[src/hdl/lane_align_pkg.sv]
package lane_align_pkg;

    // Register indices, byte address is four times the index
    localparam logic [7:0] IDX_LINK_CTRL = 8'ha1;
    localparam logic [7:0] IDX_SCRAMBLE = 8'ha5;
    localparam logic [7:0] IDX_FRAME = 8'ha6;
    localparam logic [7:0] IDX_MULTI = 8'ha7;
    localparam logic [7:0] IDX_FORCE = 8'hb4;
    localparam logic [7:0] IDX_WORD_LOW = 8'hb8;
    localparam logic [7:0] IDX_WORD_HIGH = 8'hb9;
    localparam logic [7:0] IDX_ALIGN = 8'hc0;

    // Field positions
    localparam int unsigned FRAME_WREN_BIT = 0;
    localparam int unsigned MULTI_WREN_BIT = 1;
    localparam int unsigned SCRAMBLE_BIT = 7;
    localparam int unsigned LANE2_FORCE_BIT = 6;
    localparam int unsigned ALIGN_EN_BIT = 0;
    localparam int unsigned ALIGN_BUSY_BIT = 1;
    localparam int unsigned ALIGN_DONE_BIT = 2;
    localparam int unsigned DUAL_LANE_BIT = 3;

    // Values after reset
    localparam logic [7:0] FRAME_RESET = 8'h01;
    localparam logic [4:0] MULTI_RESET = 5'h00;
    localparam logic [7:0] WORD_RESET = 8'h00;

    // Link configuration field values
    localparam logic [4:0] MULTI_SINGLE = 5'h08;
    localparam logic [4:0] MULTI_DUAL = 5'h10;
    localparam logic [4:0] RESOLUTION = 5'h0d;
    localparam logic [4:0] SAMPLE_BITS = 5'h0f;
    localparam logic [4:0] LANES_SINGLE = 5'h00;
    localparam logic [4:0] LANES_DUAL = 5'h01;
    localparam logic [3:0] CONFIG_LAST = 4'hd;
    localparam int unsigned LANE_COUNT = 2;

    // Data buffer shape
    localparam int unsigned SAMPLE_WIDTH = 16;
    localparam int unsigned BUFFER_DEPTH = 2;

    typedef enum logic [2:0]
    {
        ST_IDLE = 3'b001,
        ST_CONFIG = 3'b010,
        ST_DATA = 3'b100
    } link_state_e;

endpackage

[src/hdl/link_cfg_if.sv]
`timescale 1ns/1ns
`default_nettype none

interface link_cfg_if;
    logic dual_lane;
    logic scramble;
    logic [7:0] frame_minus1;
    logic [4:0] multi_minus1;
    logic [3:0] index;
    logic [7:0] octet [2];

    modport gen (input dual_lane, scramble, frame_minus1, multi_minus1, index, output octet);
    modport user (output dual_lane, scramble, frame_minus1, multi_minus1, index, input octet);
endinterface

`default_nettype wire

[src/hdl/lane_align_config_octets.sv]
// Overview of operation
// - Override replaces lane-2 coder word with {word_low[7:4], word_high[7:2]}.
// - Force register bit 6 enables the lane-2 override on the low-octet coder.
// - No alignment sequence after reset until software enables it.
// - Enabled sequence sends configuration octets 0 to 13, mode dependent.
// - Octet 0 and octet 1 identifiers are zero.
// - Octet 3 has scramble enable in MSB, lane count minus one in low bits.
// - Octet 4 frame minus one, octet 5 multiframe minus one or override.
// - Octets 6 to 8 carry fixed converter, resolution and sample fields.
// - Octets 9 to 12 zero, octet 13 checksum.
// - Programmed multiframe value used only while its write enable is set.
// - Frame field defaults to one; changing it needs its write enable.
//
// Our own choice: the Avalon-MM slave port.
`timescale 1ns/1ns
`default_nettype none

module lane_align_config_octets
    import lane_align_pkg::*;
(
    // Clock and reset
    input wire logic clk_sys,
    input wire logic rst_b,
    // Avalon-MM register slave
    input wire logic [9:0] avs_address,
    input wire logic avs_read,
    input wire logic avs_write,
    input wire logic [31:0] avs_writedata,
    output logic [31:0] avs_readdata,
    output logic avs_waitrequest,
    // Sample stream in
    input wire logic [15:0] sample_data,
    input wire logic sample_valid,
    output logic sample_ready,
    // Lane-2 coder word in
    input wire logic [9:0] coder_lane2_symbol,
    // Lane octets out
    input wire logic tx_ready,
    output logic tx_valid,
    output logic tx_config,
    output logic [7:0] tx_lane1_octet,
    output logic [7:0] tx_lane2_octet,
    output logic [9:0] tx_lane2_symbol
);

    link_cfg_if cfg ();

    logic ack_reg;
    logic req;
    logic wr_go;
    logic [7:0] reg_idx;
    logic [7:0] wdata;
    logic [31:0] readdata_reg;
    logic [7:0] read_mux;

    logic frame_wren_reg;
    logic multi_wren_reg;
    logic scramble_reg;
    logic [7:0] frame_reg;
    logic [4:0] multi_reg;
    logic lane2_force_reg;
    logic [7:0] word_low_reg;
    logic [7:0] word_high_reg;
    logic align_en_reg;

    logic [7:0] frame_eff;
    logic [4:0] multi_eff;
    logic dual_lane;

    link_state_e state_reg;
    link_state_e state_next;
    logic [3:0] index_reg;
    logic half_reg;
    logic adv;

    logic [15:0] buf_data;
    logic buf_valid;
    logic buf_ready;

    logic tx_valid_reg;
    logic tx_config_reg;
    logic [7:0] lane1_reg;
    logic [7:0] lane2_reg;
    logic [9:0] symbol_reg;

    // Bus handshake: one wait cycle per access
    assign req = avs_read || avs_write;
    assign avs_waitrequest = req && !ack_reg;
    assign wr_go = avs_write && ack_reg;
    assign reg_idx = avs_address[9:2];
    assign wdata = avs_writedata[7:0];
    assign avs_readdata = readdata_reg;

    always_ff @(posedge clk_sys)
    begin
        if (!rst_b)
            ack_reg <= 1'b0;
        else
            ack_reg <= req && !ack_reg;
    end

    always_comb
    begin
        read_mux = 8'h00;
        unique case (reg_idx)
            IDX_LINK_CTRL: read_mux = {6'h00, multi_wren_reg, frame_wren_reg};
            IDX_SCRAMBLE: read_mux = {scramble_reg, 7'h00};
            IDX_FRAME: read_mux = frame_reg;
            IDX_MULTI: read_mux = {3'h0, multi_reg};
            IDX_FORCE: read_mux = {1'b0, lane2_force_reg, 6'h00};
            IDX_WORD_LOW: read_mux = word_low_reg;
            IDX_WORD_HIGH: read_mux = word_high_reg;
            IDX_ALIGN: read_mux = {4'h0, dual_lane, state_reg == ST_DATA,
                state_reg == ST_CONFIG, align_en_reg};
            default: read_mux = 8'h00;
        endcase
    end

    always_ff @(posedge clk_sys)
    begin
        if (!rst_b)
            readdata_reg <= 32'h00000000;
        else if (avs_read && !ack_reg)
            readdata_reg <= {24'h000000, read_mux};
    end

    // Link configuration registers
    always_ff @(posedge clk_sys)
    begin
        if (!rst_b)
        begin
            frame_wren_reg <= 1'b0;
            multi_wren_reg <= 1'b0;
            scramble_reg <= 1'b0;
        end
        else if (wr_go && reg_idx == IDX_LINK_CTRL)
        begin
            frame_wren_reg <= wdata[FRAME_WREN_BIT];
            multi_wren_reg <= wdata[MULTI_WREN_BIT];
        end
        else if (wr_go && reg_idx == IDX_SCRAMBLE)
            scramble_reg <= wdata[SCRAMBLE_BIT];
    end

    always_ff @(posedge clk_sys)
    begin
        if (!rst_b)
        begin
            frame_reg <= FRAME_RESET;
            multi_reg <= MULTI_RESET;
        end
        else
        begin
            if (wr_go && reg_idx == IDX_FRAME && frame_wren_reg)
                frame_reg <= wdata;
            if (wr_go && reg_idx == IDX_MULTI && multi_wren_reg)
                multi_reg <= wdata[4:0];
        end
    end

    // Lane-2 override registers
    always_ff @(posedge clk_sys)
    begin
        if (!rst_b)
        begin
            lane2_force_reg <= 1'b0;
            word_low_reg <= WORD_RESET;
            word_high_reg <= WORD_RESET;
        end
        else if (wr_go)
        begin
            if (reg_idx == IDX_FORCE)
                lane2_force_reg <= wdata[LANE2_FORCE_BIT];
            if (reg_idx == IDX_WORD_LOW)
                word_low_reg <= wdata;
            if (reg_idx == IDX_WORD_HIGH)
                word_high_reg <= wdata;
        end
    end

    always_ff @(posedge clk_sys)
    begin
        if (!rst_b)
            align_en_reg <= 1'b0;
        else if (wr_go && reg_idx == IDX_ALIGN)
            align_en_reg <= wdata[ALIGN_EN_BIT];
    end

    // Effective frame and multiframe values
    assign frame_eff = frame_wren_reg ? frame_reg : FRAME_RESET;
    assign dual_lane = (frame_eff == 8'h00);
    assign multi_eff = multi_wren_reg ? multi_reg : (dual_lane ? MULTI_DUAL : MULTI_SINGLE);

    assign cfg.dual_lane = dual_lane;
    assign cfg.scramble = scramble_reg;
    assign cfg.frame_minus1 = frame_eff;
    assign cfg.multi_minus1 = multi_eff;
    assign cfg.index = index_reg;

    config_octet_gen u_octets
    (
        .cfg (cfg)
    );

    pair_buffer
    #(
        .WIDTH (SAMPLE_WIDTH),
        .DEPTH (BUFFER_DEPTH)
    )
    u_buffer
    (
        .clk_sys (clk_sys),
        .rst_b (rst_b),
        .in_data (sample_data),
        .in_valid (sample_valid),
        .in_ready (sample_ready),
        .out_data (buf_data),
        .out_valid (buf_valid),
        .out_ready (buf_ready)
    );

    // Output stage advances when empty or accepted
    assign adv = !tx_valid_reg || tx_ready;
    assign buf_ready = (state_reg == ST_DATA) && adv && (dual_lane || half_reg);

    // Link sequencing
    always_comb
    begin
        state_next = state_reg;
        unique case (state_reg)
            ST_IDLE:
                if (align_en_reg)
                    state_next = ST_CONFIG;
            ST_CONFIG:
                if (!align_en_reg)
                    state_next = ST_IDLE;
                else if (adv && index_reg == CONFIG_LAST)
                    state_next = ST_DATA;
            ST_DATA:
                if (!align_en_reg)
                    state_next = ST_IDLE;
            default:
                state_next = ST_IDLE;
        endcase
    end

    always_ff @(posedge clk_sys)
    begin
        if (!rst_b)
            state_reg <= ST_IDLE;
        else
            state_reg <= state_next;
    end

    always_ff @(posedge clk_sys)
    begin
        if (!rst_b)
            index_reg <= 4'h0;
        else if (state_reg != ST_CONFIG)
            index_reg <= 4'h0;
        else if (adv && index_reg != CONFIG_LAST)
            index_reg <= index_reg + 4'h1;
    end

    always_ff @(posedge clk_sys)
    begin
        if (!rst_b)
            half_reg <= 1'b0;
        else if (state_reg != ST_DATA || dual_lane)
            half_reg <= 1'b0;
        else if (adv && buf_valid)
            half_reg <= !half_reg;
    end

    // Octet output registers
    always_ff @(posedge clk_sys)
    begin
        if (!rst_b)
        begin
            tx_valid_reg <= 1'b0;
            tx_config_reg <= 1'b0;
            lane1_reg <= 8'h00;
            lane2_reg <= 8'h00;
        end
        else if (adv)
        begin
            tx_valid_reg <= 1'b0;
            tx_config_reg <= 1'b0;
            unique case (state_reg)
                ST_CONFIG:
                begin
                    tx_valid_reg <= 1'b1;
                    tx_config_reg <= 1'b1;
                    lane1_reg <= cfg.octet[0];
                    lane2_reg <= dual_lane ? cfg.octet[1] : 8'h00;
                end
                ST_DATA:
                    if (buf_valid)
                    begin
                        tx_valid_reg <= 1'b1;
                        if (dual_lane)
                        begin
                            lane1_reg <= buf_data[15:8];
                            lane2_reg <= buf_data[7:0];
                        end
                        else
                        begin
                            lane1_reg <= half_reg ? buf_data[7:0] : buf_data[15:8];
                            lane2_reg <= 8'h00;
                        end
                    end
                default:
                begin
                    lane1_reg <= lane1_reg;
                    lane2_reg <= lane2_reg;
                end
            endcase
        end
    end

    // Lane-2 symbol after the coder
    always_ff @(posedge clk_sys)
    begin
        if (!rst_b)
            symbol_reg <= 10'h000;
        else if (lane2_force_reg)
            symbol_reg <= {word_low_reg[7:4], word_high_reg[7:2]};
        else
            symbol_reg <= coder_lane2_symbol;
    end

    assign tx_valid = tx_valid_reg;
    assign tx_config = tx_config_reg;
    assign tx_lane1_octet = lane1_reg;
    assign tx_lane2_octet = lane2_reg;
    assign tx_lane2_symbol = symbol_reg;

endmodule

`default_nettype wire

[src/hdl/config_octet_gen.sv]
`timescale 1ns/1ns
`default_nettype none

module config_octet_gen
    import lane_align_pkg::*;
(
    // Configuration in, octets out
    link_cfg_if.gen cfg
);

    genvar lane;
    generate
        for (lane = 0; lane < LANE_COUNT; lane++)
        begin : g_lane
            logic [4:0] lane_id;
            logic [4:0] lanes;
            logic [7:0] checksum;

            // Second lane carries identifier one in dual-lane mode
            assign lane_id = (cfg.dual_lane && lane == 1) ? 5'h01 : 5'h00;
            assign lanes = cfg.dual_lane ? LANES_DUAL : LANES_SINGLE;

            // Sum of field values, zero fields left out
            assign checksum = 8'(lane_id + {7'h00, cfg.scramble} + lanes + cfg.frame_minus1
                + cfg.multi_minus1 + RESOLUTION + SAMPLE_BITS);

            always_comb
            begin
                cfg.octet[lane] = 8'h00;
                unique case (cfg.index)
                    4'h0: cfg.octet[lane] = 8'h00;
                    4'h1: cfg.octet[lane] = 8'h00;
                    4'h2: cfg.octet[lane] = {3'h0, lane_id};
                    4'h3: cfg.octet[lane] = {cfg.scramble, 2'h0, lanes};
                    4'h4: cfg.octet[lane] = cfg.frame_minus1;
                    4'h5: cfg.octet[lane] = {3'h0, cfg.multi_minus1};
                    4'h6: cfg.octet[lane] = 8'h00;
                    4'h7: cfg.octet[lane] = {3'h0, RESOLUTION};
                    4'h8: cfg.octet[lane] = {3'h0, SAMPLE_BITS};
                    4'hd: cfg.octet[lane] = checksum;
                    default: cfg.octet[lane] = 8'h00;
                endcase
            end
        end
    endgenerate

endmodule

`default_nettype wire

[src/hdl/pair_buffer.sv]
`timescale 1ns/1ns
`default_nettype none

module pair_buffer
#(
    parameter int unsigned WIDTH = 16,
    parameter int unsigned DEPTH = 2
)
(
    // Clock and reset
    input wire logic clk_sys,
    input wire logic rst_b,
    // Fill side
    input wire logic [WIDTH-1:0] in_data,
    input wire logic in_valid,
    output logic in_ready,
    // Drain side
    output logic [WIDTH-1:0] out_data,
    output logic out_valid,
    input wire logic out_ready
);

    localparam int unsigned PW = (DEPTH > 1) ? $clog2(DEPTH) : 1;

    logic [WIDTH-1:0] mem [DEPTH];
    logic [PW-1:0] wr_ptr_reg;
    logic [PW-1:0] rd_ptr_reg;
    logic [PW:0] count_reg;
    logic push;
    logic pop;

    assign in_ready = (count_reg != (PW+1)'(DEPTH));
    assign out_valid = (count_reg != '0);
    assign push = in_valid && in_ready;
    assign pop = out_valid && out_ready;
    assign out_data = mem[rd_ptr_reg];

    always_ff @(posedge clk_sys)
    begin
        if (push)
            mem[wr_ptr_reg] <= in_data;
    end

    always_ff @(posedge clk_sys)
    begin
        if (!rst_b)
        begin
            wr_ptr_reg <= '0;
            rd_ptr_reg <= '0;
            count_reg <= '0;
        end
        else
        begin
            if (push)
                wr_ptr_reg <= (wr_ptr_reg == PW'(DEPTH - 1)) ? '0 : wr_ptr_reg + 1'b1;
            if (pop)
                rd_ptr_reg <= (rd_ptr_reg == PW'(DEPTH - 1)) ? '0 : rd_ptr_reg + 1'b1;
            if (push && !pop)
                count_reg <= count_reg + 1'b1;
            else if (pop && !push)
                count_reg <= count_reg - 1'b1;
        end
    end

endmodule

`default_nettype wire

[config.mk]
export PLATFORM = sky130hd
export DESIGN_NAME = lane_align_config_octets
export DESIGN_NICKNAME = d
export VERILOG_FILES = /design/src/hdl/lane_align_pkg.sv /design/src/hdl/link_cfg_if.sv /design/src/hdl/lane_align_config_octets.sv /design/src/hdl/config_octet_gen.sv /design/src/hdl/pair_buffer.sv
export SDC_FILE = /design/constraint.sdc
export NUM_CORES = 1
export LEC_CHECK = 0
export BUFFER_PORTS_ARGS = -buffer_cell sky130_fd_sc_hd__buf_4
export CAP_MARGIN = 30
export CORE_MARGIN = 10
export CORE_UTILIZATION = 50
export CTS_BUF_LIST = sky130_fd_sc_hd__clkbuf_2 sky130_fd_sc_hd__clkbuf_4 sky130_fd_sc_hd__clkbuf_8
export DETAILED_ROUTE_END_ITERATION = 10
export MAX_ROUTING_LAYER = met4
export PLACE_DENSITY_LB_ADDON = 0.08
export SYNTH_ARGS = -nofsm -noshare
export SYNTH_HDL_FRONTEND = slang
export SYNTH_SLANG_ARGS = --single-unit
[constraint.sdc]
create_clock -name clk_sys -period 3.75 [get_ports clk_sys]
set_input_delay 0.1875 -clock clk_sys [delete_from_list [all_inputs] [get_ports clk_sys]]
set_output_delay 0.1875 -clock clk_sys [all_outputs]
set_load 0.005 [all_outputs]
# --- Word-level counts from Yosys, hierarchy flattened ---
# Memories as Yosys holds them, arrays and structs flattened. A register that Yosys moved wholly into a read port is not among the register bits.
# Cells that the tools add are included.
totals:
  reg_bits: 83
  latchBits: 0
  mem_bits_rw: 32
  romBits: 0
  input_bits: 74
  word_cells: 138
  memories: 1
memory_table:
  columns: ["name", "depth", "width", "read_ports", "rd_clocked_by_memory_dff", "write_ports", "line_no", "rtl"]
  rows:
  - ["u_buffer.mem", 2, 16, 1, 1, 1, "pair_buffer.sv:25", "logic [WIDTH-1:0] mem [DEPTH];"]
op_classes:
  add_sub_neg: 15
  n_mul: 0
  div: 0
  n_lt_le_gt_ge: 0
  n_eq_ne: 26
  n_shift: 0
  n_mux: 32
  bitwise_logic: 2
  reduce_logical: 40
op_table:
  columns: ["cell", "count"]
  rows:
  - ["== test 8 bit (second input constant)", 8]
  - ["one-hot mux 8 bit (8 select lines)", 1]
  - ["two-way mux 8 bit", 7]
  - ["one-hot mux 8 bit (7 select lines)", 1]
  - ["one-hot mux 8 bit (6 select lines)", 1]
  - ["adder 8 x 4 -> 8 bit (second input constant)", 4]
  - ["one-hot mux 8 bit (2 select lines)", 2]
  - ["adder 8 x 5 -> 8 bit", 3]
  - ["logical AND 1 bit", 19]
  - ["adder 8 bit", 2]
  - ["== test 4 x 3 -> 1 bit (second input constant)", 3]
  - ["two-way mux 3 bit", 4]
  - ["two-way mux 10 bit", 1]
  - ["two-way mux 5 bit", 2]
  - ["two-way mux 1 bit", 9]
  - ["one-hot mux 3 bit (3 select lines)", 1]
  - ["== test 4 x 2 -> 1 bit (second input constant)", 2]
  - ["== test 4 bit (second input constant)", 2]
  - ["logical NOT 8 bit", 1]
  - ["inequality test 2 bit (second input constant)", 4]
  - ["AND reduction 2 bit", 4]
  - ["adder 1 x 5 -> 6 bit", 1]
  - ["inequality test 3 x 2 -> 1 bit (second input constant)", 2]
  - ["AND reduction 3 bit", 2]
  - ["16 further kinds", 29]

# --- Longest topological paths before layout ---
logic_depth:
  word_depth: 12
  mapped_depth: 16
  mapped_depth_nobuf: 15

# --- Hierarchy ---
# From an unflattened synthesis, not the netlist that was laid out.
unflattened:
  hier_cells: 652
  area_unflattened_um2: 6252.2
modules_own_cells:
  columns: ["module", "n_inst", "cells_per_inst", "area_per_inst_um2", "seq_area_each_um2"]
  rows:
  - ["lane_align_config_octets", 1, 446, 3942.5, 1581.5]
  - ["pair_buffer", 1, 74, 1393.8, 1061.0]
  - ["config_octet_gen", 1, 132, 915.9, 0.0]

# --- Worst setup path after synthesis ---
# No wires, ideal clock.
synth_timing:
  path_kind: "reg-to-reg"
  startpoint: "register frame_reg[1]"
  endpoint: "register lane1_reg[5], in the netlist tx_lane1_octet[5]"
  setup_ns: 0.122
  t_arrival_ns: 3.604
  required_time_ns: 3.628
  slack_ns: 0.025
  path_stages_with_launch: 17
  period_less_slack_ns: 3.725
  path_cell_list: "dfxtp_1 -> or4_1 -> or3_1 -> buf_6 -> inv_1 -> ha_1 -> inv_1 -> fa_1 -> inv_1 -> nand2_1 -> fa_1 -> nor2b_1 -> o21ai_0 -> nand2b_1 -> xnor2_1 -> o21ai_0 -> a221o_1"
synth_between:
  elab_chain_len: 10
  elab_cells_between_ends: 14
  cone_classes: "5 x add/sub; 8 x mux; 1 x reduce/logical"
synth_rtl:
  columns: ["item", "line_no", "rtl"]
  rows:
  - ["start: declaration", "lane_align_config_octets.sv:59", "logic [7:0] frame_reg;"]
  - ["start signal: assignment", "lane_align_config_octets.sv:155", "frame_reg <= wdata;"]
  - ["two-way mux 8 bit (*)", "lane_align_config_octets.sv:190", "assign frame_eff = frame_wren_reg ? frame_reg : FRAME_RESET;"]
  - ["logical NOT 8 bit", "lane_align_config_octets.sv:191", "assign dual_lane = (frame_eff == 8'h00);"]
  - ["two-way mux 1 bit", "config_octet_gen.sv:21", "assign lanes = cfg.dual_lane ? LANES_DUAL : LANES_SINGLE;"]
  - ["adder 1 x 5 -> 6 bit", "config_octet_gen.sv:24", "assign checksum = 8'(lane_id + {7'h00, cfg.scramble} + lanes + cfg.frame_minus1"]
  - ["adder 8 bit", "config_octet_gen.sv:24", null]
  - ["adder 8 x 5 -> 8 bit", "config_octet_gen.sv:25", "+ cfg.multi_minus1 + RESOLUTION + SAMPLE_BITS);"]
  - ["adder 8 x 4 -> 8 bit (2 in a row)", "config_octet_gen.sv:25", null]
  - ["one-hot mux 8 bit (6 select lines)", "config_octet_gen.sv:30", "unique case (cfg.index)"]
  - ["one-hot mux 8 bit (2 select lines) (*)", "lane_align_config_octets.sv:289", "unique case (state_reg)"]
  - ["end signal: assignment", "lane_align_config_octets.sv:294", "lane1_reg <= cfg.octet[0];"]
  - ["end signal: assignment", "lane_align_config_octets.sv:303", "lane1_reg <= buf_data[15:8];"]
  - ["end signal: assignment", "lane_align_config_octets.sv:308", "lane1_reg <= half_reg ? buf_data[7:0] : buf_data[15:8];"]
  - ["end: declaration", "lane_align_config_octets.sv:82", "logic [7:0] lane1_reg;"]
# Every way passes the cells marked *; elsewhere a longest branch is shown, timed or not. The select of a mux whose other input is x is not followed.
# A chain may end at the register's enable or synchronous reset.

# --- Final worst setup path ---
layout_timing:
  startpoint: "register frame_reg[1]"
  endpoint: "register lane2_reg[4], in the netlist tx_lane2_octet[4]"
layout_between:
  elab_chain_len: 12
  elab_cells_between_ends: 16
  cone_classes: "6 x add/sub; 9 x mux; 1 x reduce/logical"
layout_rtl:
  columns: ["item", "line_no", "rtl"]
  rows:
  - ["two-way mux 8 bit (*)", "lane_align_config_octets.sv:190", null]
  - ["logical NOT 8 bit", "lane_align_config_octets.sv:191", null]
  - ["two-way mux 1 bit", "config_octet_gen.sv:20, config_octet_gen.sv:21", null]
  - ["adder 1 x 5 -> 6 bit", "config_octet_gen.sv:24", null]
  - ["adder 8 x 5 -> 8 bit", "config_octet_gen.sv:24", null]
  - ["adder 8 bit", "config_octet_gen.sv:24", null]
  - ["adder 8 x 5 -> 8 bit", "config_octet_gen.sv:25", null]
  - ["adder 8 x 4 -> 8 bit (2 in a row)", "config_octet_gen.sv:25", null]
  - ["one-hot mux 8 bit (7 select lines)", "config_octet_gen.sv:30", null]
  - ["two-way mux 8 bit", "lane_align_config_octets.sv:295", "lane2_reg <= dual_lane ? cfg.octet[1] : 8'h00;"]
  - ["one-hot mux 8 bit (2 select lines) (*)", "lane_align_config_octets.sv:289", null]
  - ["end signal: assignment", "lane_align_config_octets.sv:295", null]
  - ["end signal: assignment", "lane_align_config_octets.sv:304", "lane2_reg <= buf_data[7:0];"]
  - ["end signal: assignment", "lane_align_config_octets.sv:315", "lane2_reg <= lane2_reg;"]
  - ["end: declaration", "lane_align_config_octets.sv:83", "logic [7:0] lane2_reg;"]
# Marks and branches as above.

==> impl_metrics.env <==
export IMPL_status="completed"
export IMPL_multi_input_area_um2=3420
export IMPL_synth_most_common_cell="dfxtp_1"
export IMPL_finalWirelength_um=17800
export IMPL_final_area_um2=7700
export IMPL_die_w_um=133
export IMPL_tightest_slew_ns=0.980
export IMPL_cts_sinks=116
export IMPL_startpoint_type="flip-flop"
export IMPL_netlist_top_cells_count="84 x dfxtp_1, 63 x mux2i_1, 56 x nand2_1, 52 x nor2b_1, 35 x o21ai_0"
export IMPL_avgSynthCellArea_um2=9.51
export IMPL_finalSetupTns_ns=0
export IMPL_cts_root_buf="clkbuf_8"
export IMPL_grt_overflow_total=0
export IMPL_crit_top_cell="inv_2"
export IMPL_synthDistinctLibCells=71
export IMPL_synthTopCellsByArea="dfxtp_1 26%, edfxtp_1 15%, mux2i_1 9.9%"
export IMPL_drv_slew=0
export IMPL_wl_per_cell_um=18.6
export IMPL_areaGrowthSynthToFinish_pct=21.4
export IMPL_rsz0062_at_grt="false"
export IMPL_async_flop_share=0
export IMPL_p_total_mw=2.62
export IMPL_p_leak_nw=2.90
export IMPL_setup_ws_ns=0.188
export IMPL_finalClockSkew_ns=0.0128
export IMPL_setup_viol=0
export IMPL_ios=136
export IMPL_cp_buffers_inverters=3
export IMPL_insertion_delay_ns=0.44
export IMPL_cp_end_kind="flip-flop"
export IMPL_utilization=0.616
export IMPL_critical_path_required_ns=4.08
export IMPL_drt_iter0_drc=358
export IMPL_synth_edf_count=32
export IMPL_dpl_cell_area_um2=7080
export IMPL_die_area_um2=17600
export IMPL_critPathMaxFanout=4
export IMPL_fillers=1117
export IMPL_n_antenna_cell=0
export IMPL_placed_cells=902
export IMPL_firstDrtPassIters=5
export IMPL_synth_cells=667
export IMPL_top_register="u_buffer.mem"
export IMPL_htreeDepth=4
export IMPL_vias=5296
export IMPL_cp_slowest_cell="fa_1"
export IMPL_core_area_um2=12500
export IMPL_die_h_um=133
export IMPL_fmax_mhz=281
export IMPL_finalCritPeriodShare=0.950
export IMPL_syn_area_um2=6350
export IMPL_clk_pin_slew_ns=0.07
export IMPL_path_delay_family="simple AND/OR/NAND/NOR gates"
export IMPL_numCtsBuffers=17
export IMPL_antenna_found_initial=0
export IMPL_initial_core_util=0.507
export IMPL_grt_max_degree=79
export IMPL_path_class="reg -> reg"
export IMPL_ir_drop_mv=0.249
export IMPL_grt_pass1_wl_um=28000
export IMPL_drive_above_1_share=0.204
export IMPL_final_cells=957
export IMPL_clockBufferDepth=2
export IMPL_ys_warn_count=0
export IMPL_portBuffers=85
export IMPL_max_slew_margin_rel=0.343
export IMPL_crit_chain="or4_4 > or3_4 > inv_2 > ha_1 > inv_1 > fa_1 > inv_2 > xnor2_1 > ha_2 > nor2b_1 > o21ai_0 > a21boi_0 > xor2_1 > a211oi_2 > o21ai_1"
export IMPL_dp_hpwl_um=13000
export IMPL_grt_usage=0.204
export IMPL_power_density_nw_per_um2=341
export IMPL_synth_main_ff_cell="dfxtp_1"
export IMPL_cts_tree="yes"
export IMPL_largest_reg_flops=32
export IMPL_synth_seq_cells=116
export IMPL_hold_violations=0
export IMPL_gp_congestion=0.881
export IMPL_fp_row_count=41
export IMPL_arrival_ns=3.90
export IMPL_finalNetCount=864
export IMPL_fin_crit_ns=3.56
export IMPL_avgViaCountPerCell=5.53
export IMPL_seq_area_frac_synth=0.416
export IMPL_pre_cts_ws_ns=0.113
export IMPL_hold_path_class="in -> reg"
export IMPL_yosys_area_top_type="dfxtp_1"
export IMPL_drc=0
export IMPL_ant_nets=0
export IMPL_hold_ws_ns=0.0170
export IMPL_grt_pass1_vias=5345
export IMPL_max_stage_delay_ns=0.57
export IMPL_synth_top_area_frac=0.265
export IMPL_seq_area_um2=2640
export IMPL_maxCapViolCount=0
[where the power goes]
part / switching [mW] / internal [mW]
Sequential: 0.0140 / 1.33
Combinational: 0.102 / 0.101
Clock: 0.535 / 0.542
[routing by layer]
layer	track usage	share of wire	up-vias
li1	-	-	2560
met1	0.242	0.44	2506
met2	0.333	0.49	198
met3	0.0503	0.054	32
met4	0.0666	0.023	0
met5	-	0	-
[worst reg2reg max path, stage by stage (launching register included)]
cell	delay, ns
dfxtp_1	0.31
or4_4	0.54
or3_4	0.39
inv_2	0.07
ha_1	0.13
inv_1	0.05
fa_1	0.57
inv_2	0.07
xnor2_1	0.17
ha_2	0.24
nor2b_1	0.05
o21ai_0	0.13
a21boi_0	0.24
xor2_1	0.14
a211oi_2	0.27
o21ai_1	0.08
[worst paths after layout]
kind              slack, ns                   from  cells past startpoint            endpoint
setup / recovery       0.19           frame_reg[1]                     15   tx_lane2_octet[4]
hold / removal         0.02  coder_lane2_symbol[3]                      3  tx_lane2_symbol[3]
setup reg to reg       0.19           frame_reg[1]                     15   tx_lane2_octet[4]
hold reg to reg        0.47      tx_lane2_octet[4]                      2   tx_lane2_octet[4]
[kinds of logic (layout without fill, tap and decap cells)]
family                     after synthesis  count (layout)  share of synthesized area
AOI/OAI and AO/OA                      134             134                      0.140
xor gates and xnor gates                18              18                     0.0248
adders and majority gates               18              18                     0.0390
buffers and inverters                   81             176                     0.0649
DFF                                    116             116                      0.416
muxes                                   72              72                      0.121
other                                    1              24                   0.000591
and+or+nand+nor                        227             227                      0.194
[layout make-up]
type                            instances  share of cell area
Clock buffer                           20              0.0333
Clock inverter                         12              0.0138
Inverter                               20             0.00974
Multi-Input combinational cell        493               0.444
Sequential cell                       116               0.343
Tap cell                              172              0.0279
Timing Repair Buffer                  124               0.128
[timing repair]
action	4_1_cts	5_1_grt
hold buffers	22	0
setup endpoints to repair	0	4
setup buffers	0	1
hold endpoints to repair	38	0
gates resized for setup	0	13
[cells in the final DEF (no fill, tap or decap), types with 3 or more instances in the layout]
| cell type | count |
|---|---|
| a211oi_1 | 4 |
| a21boi_0 | 7 |
| a21oi_1 | 18 |
| a22oi_1 | 8 |
| a31oi_1 | 12 |
| and2_1 | 13 |
| and3_1 | 5 |
| buf_4 | 102 |
| clkbuf_4 | 3 |
| clkbuf_8 | 17 |
| clkinvlp_4 | 6 |
| conb_1 | 24 |
| dfxtp_1 | 84 |
| dlygate4sd3_1 | 22 |
| edfxtp_1 | 32 |
| ha_1 | 14 |
| inv_1 | 18 |
| mux2_2 | 6 |
| mux2i_1 | 63 |
| mux4_2 | 3 |
| nand2_1 | 55 |
| nand2b_1 | 8 |
| nand3_1 | 18 |
| nand4_1 | 10 |
| nor2_1 | 28 |
| nor2b_1 | 51 |
| nor3_1 | 10 |
| nor4b_1 | 3 |
| o211ai_1 | 7 |
| o21a_1 | 3 |
| o21ai_0 | 34 |
| o21ai_1 | 3 |
| o22ai_1 | 5 |
| o31ai_1 | 3 |
| or3_1 | 6 |
| xnor2_1 | 11 |
| xor2_1 | 7 |
(Power assumes the default switching activity.)
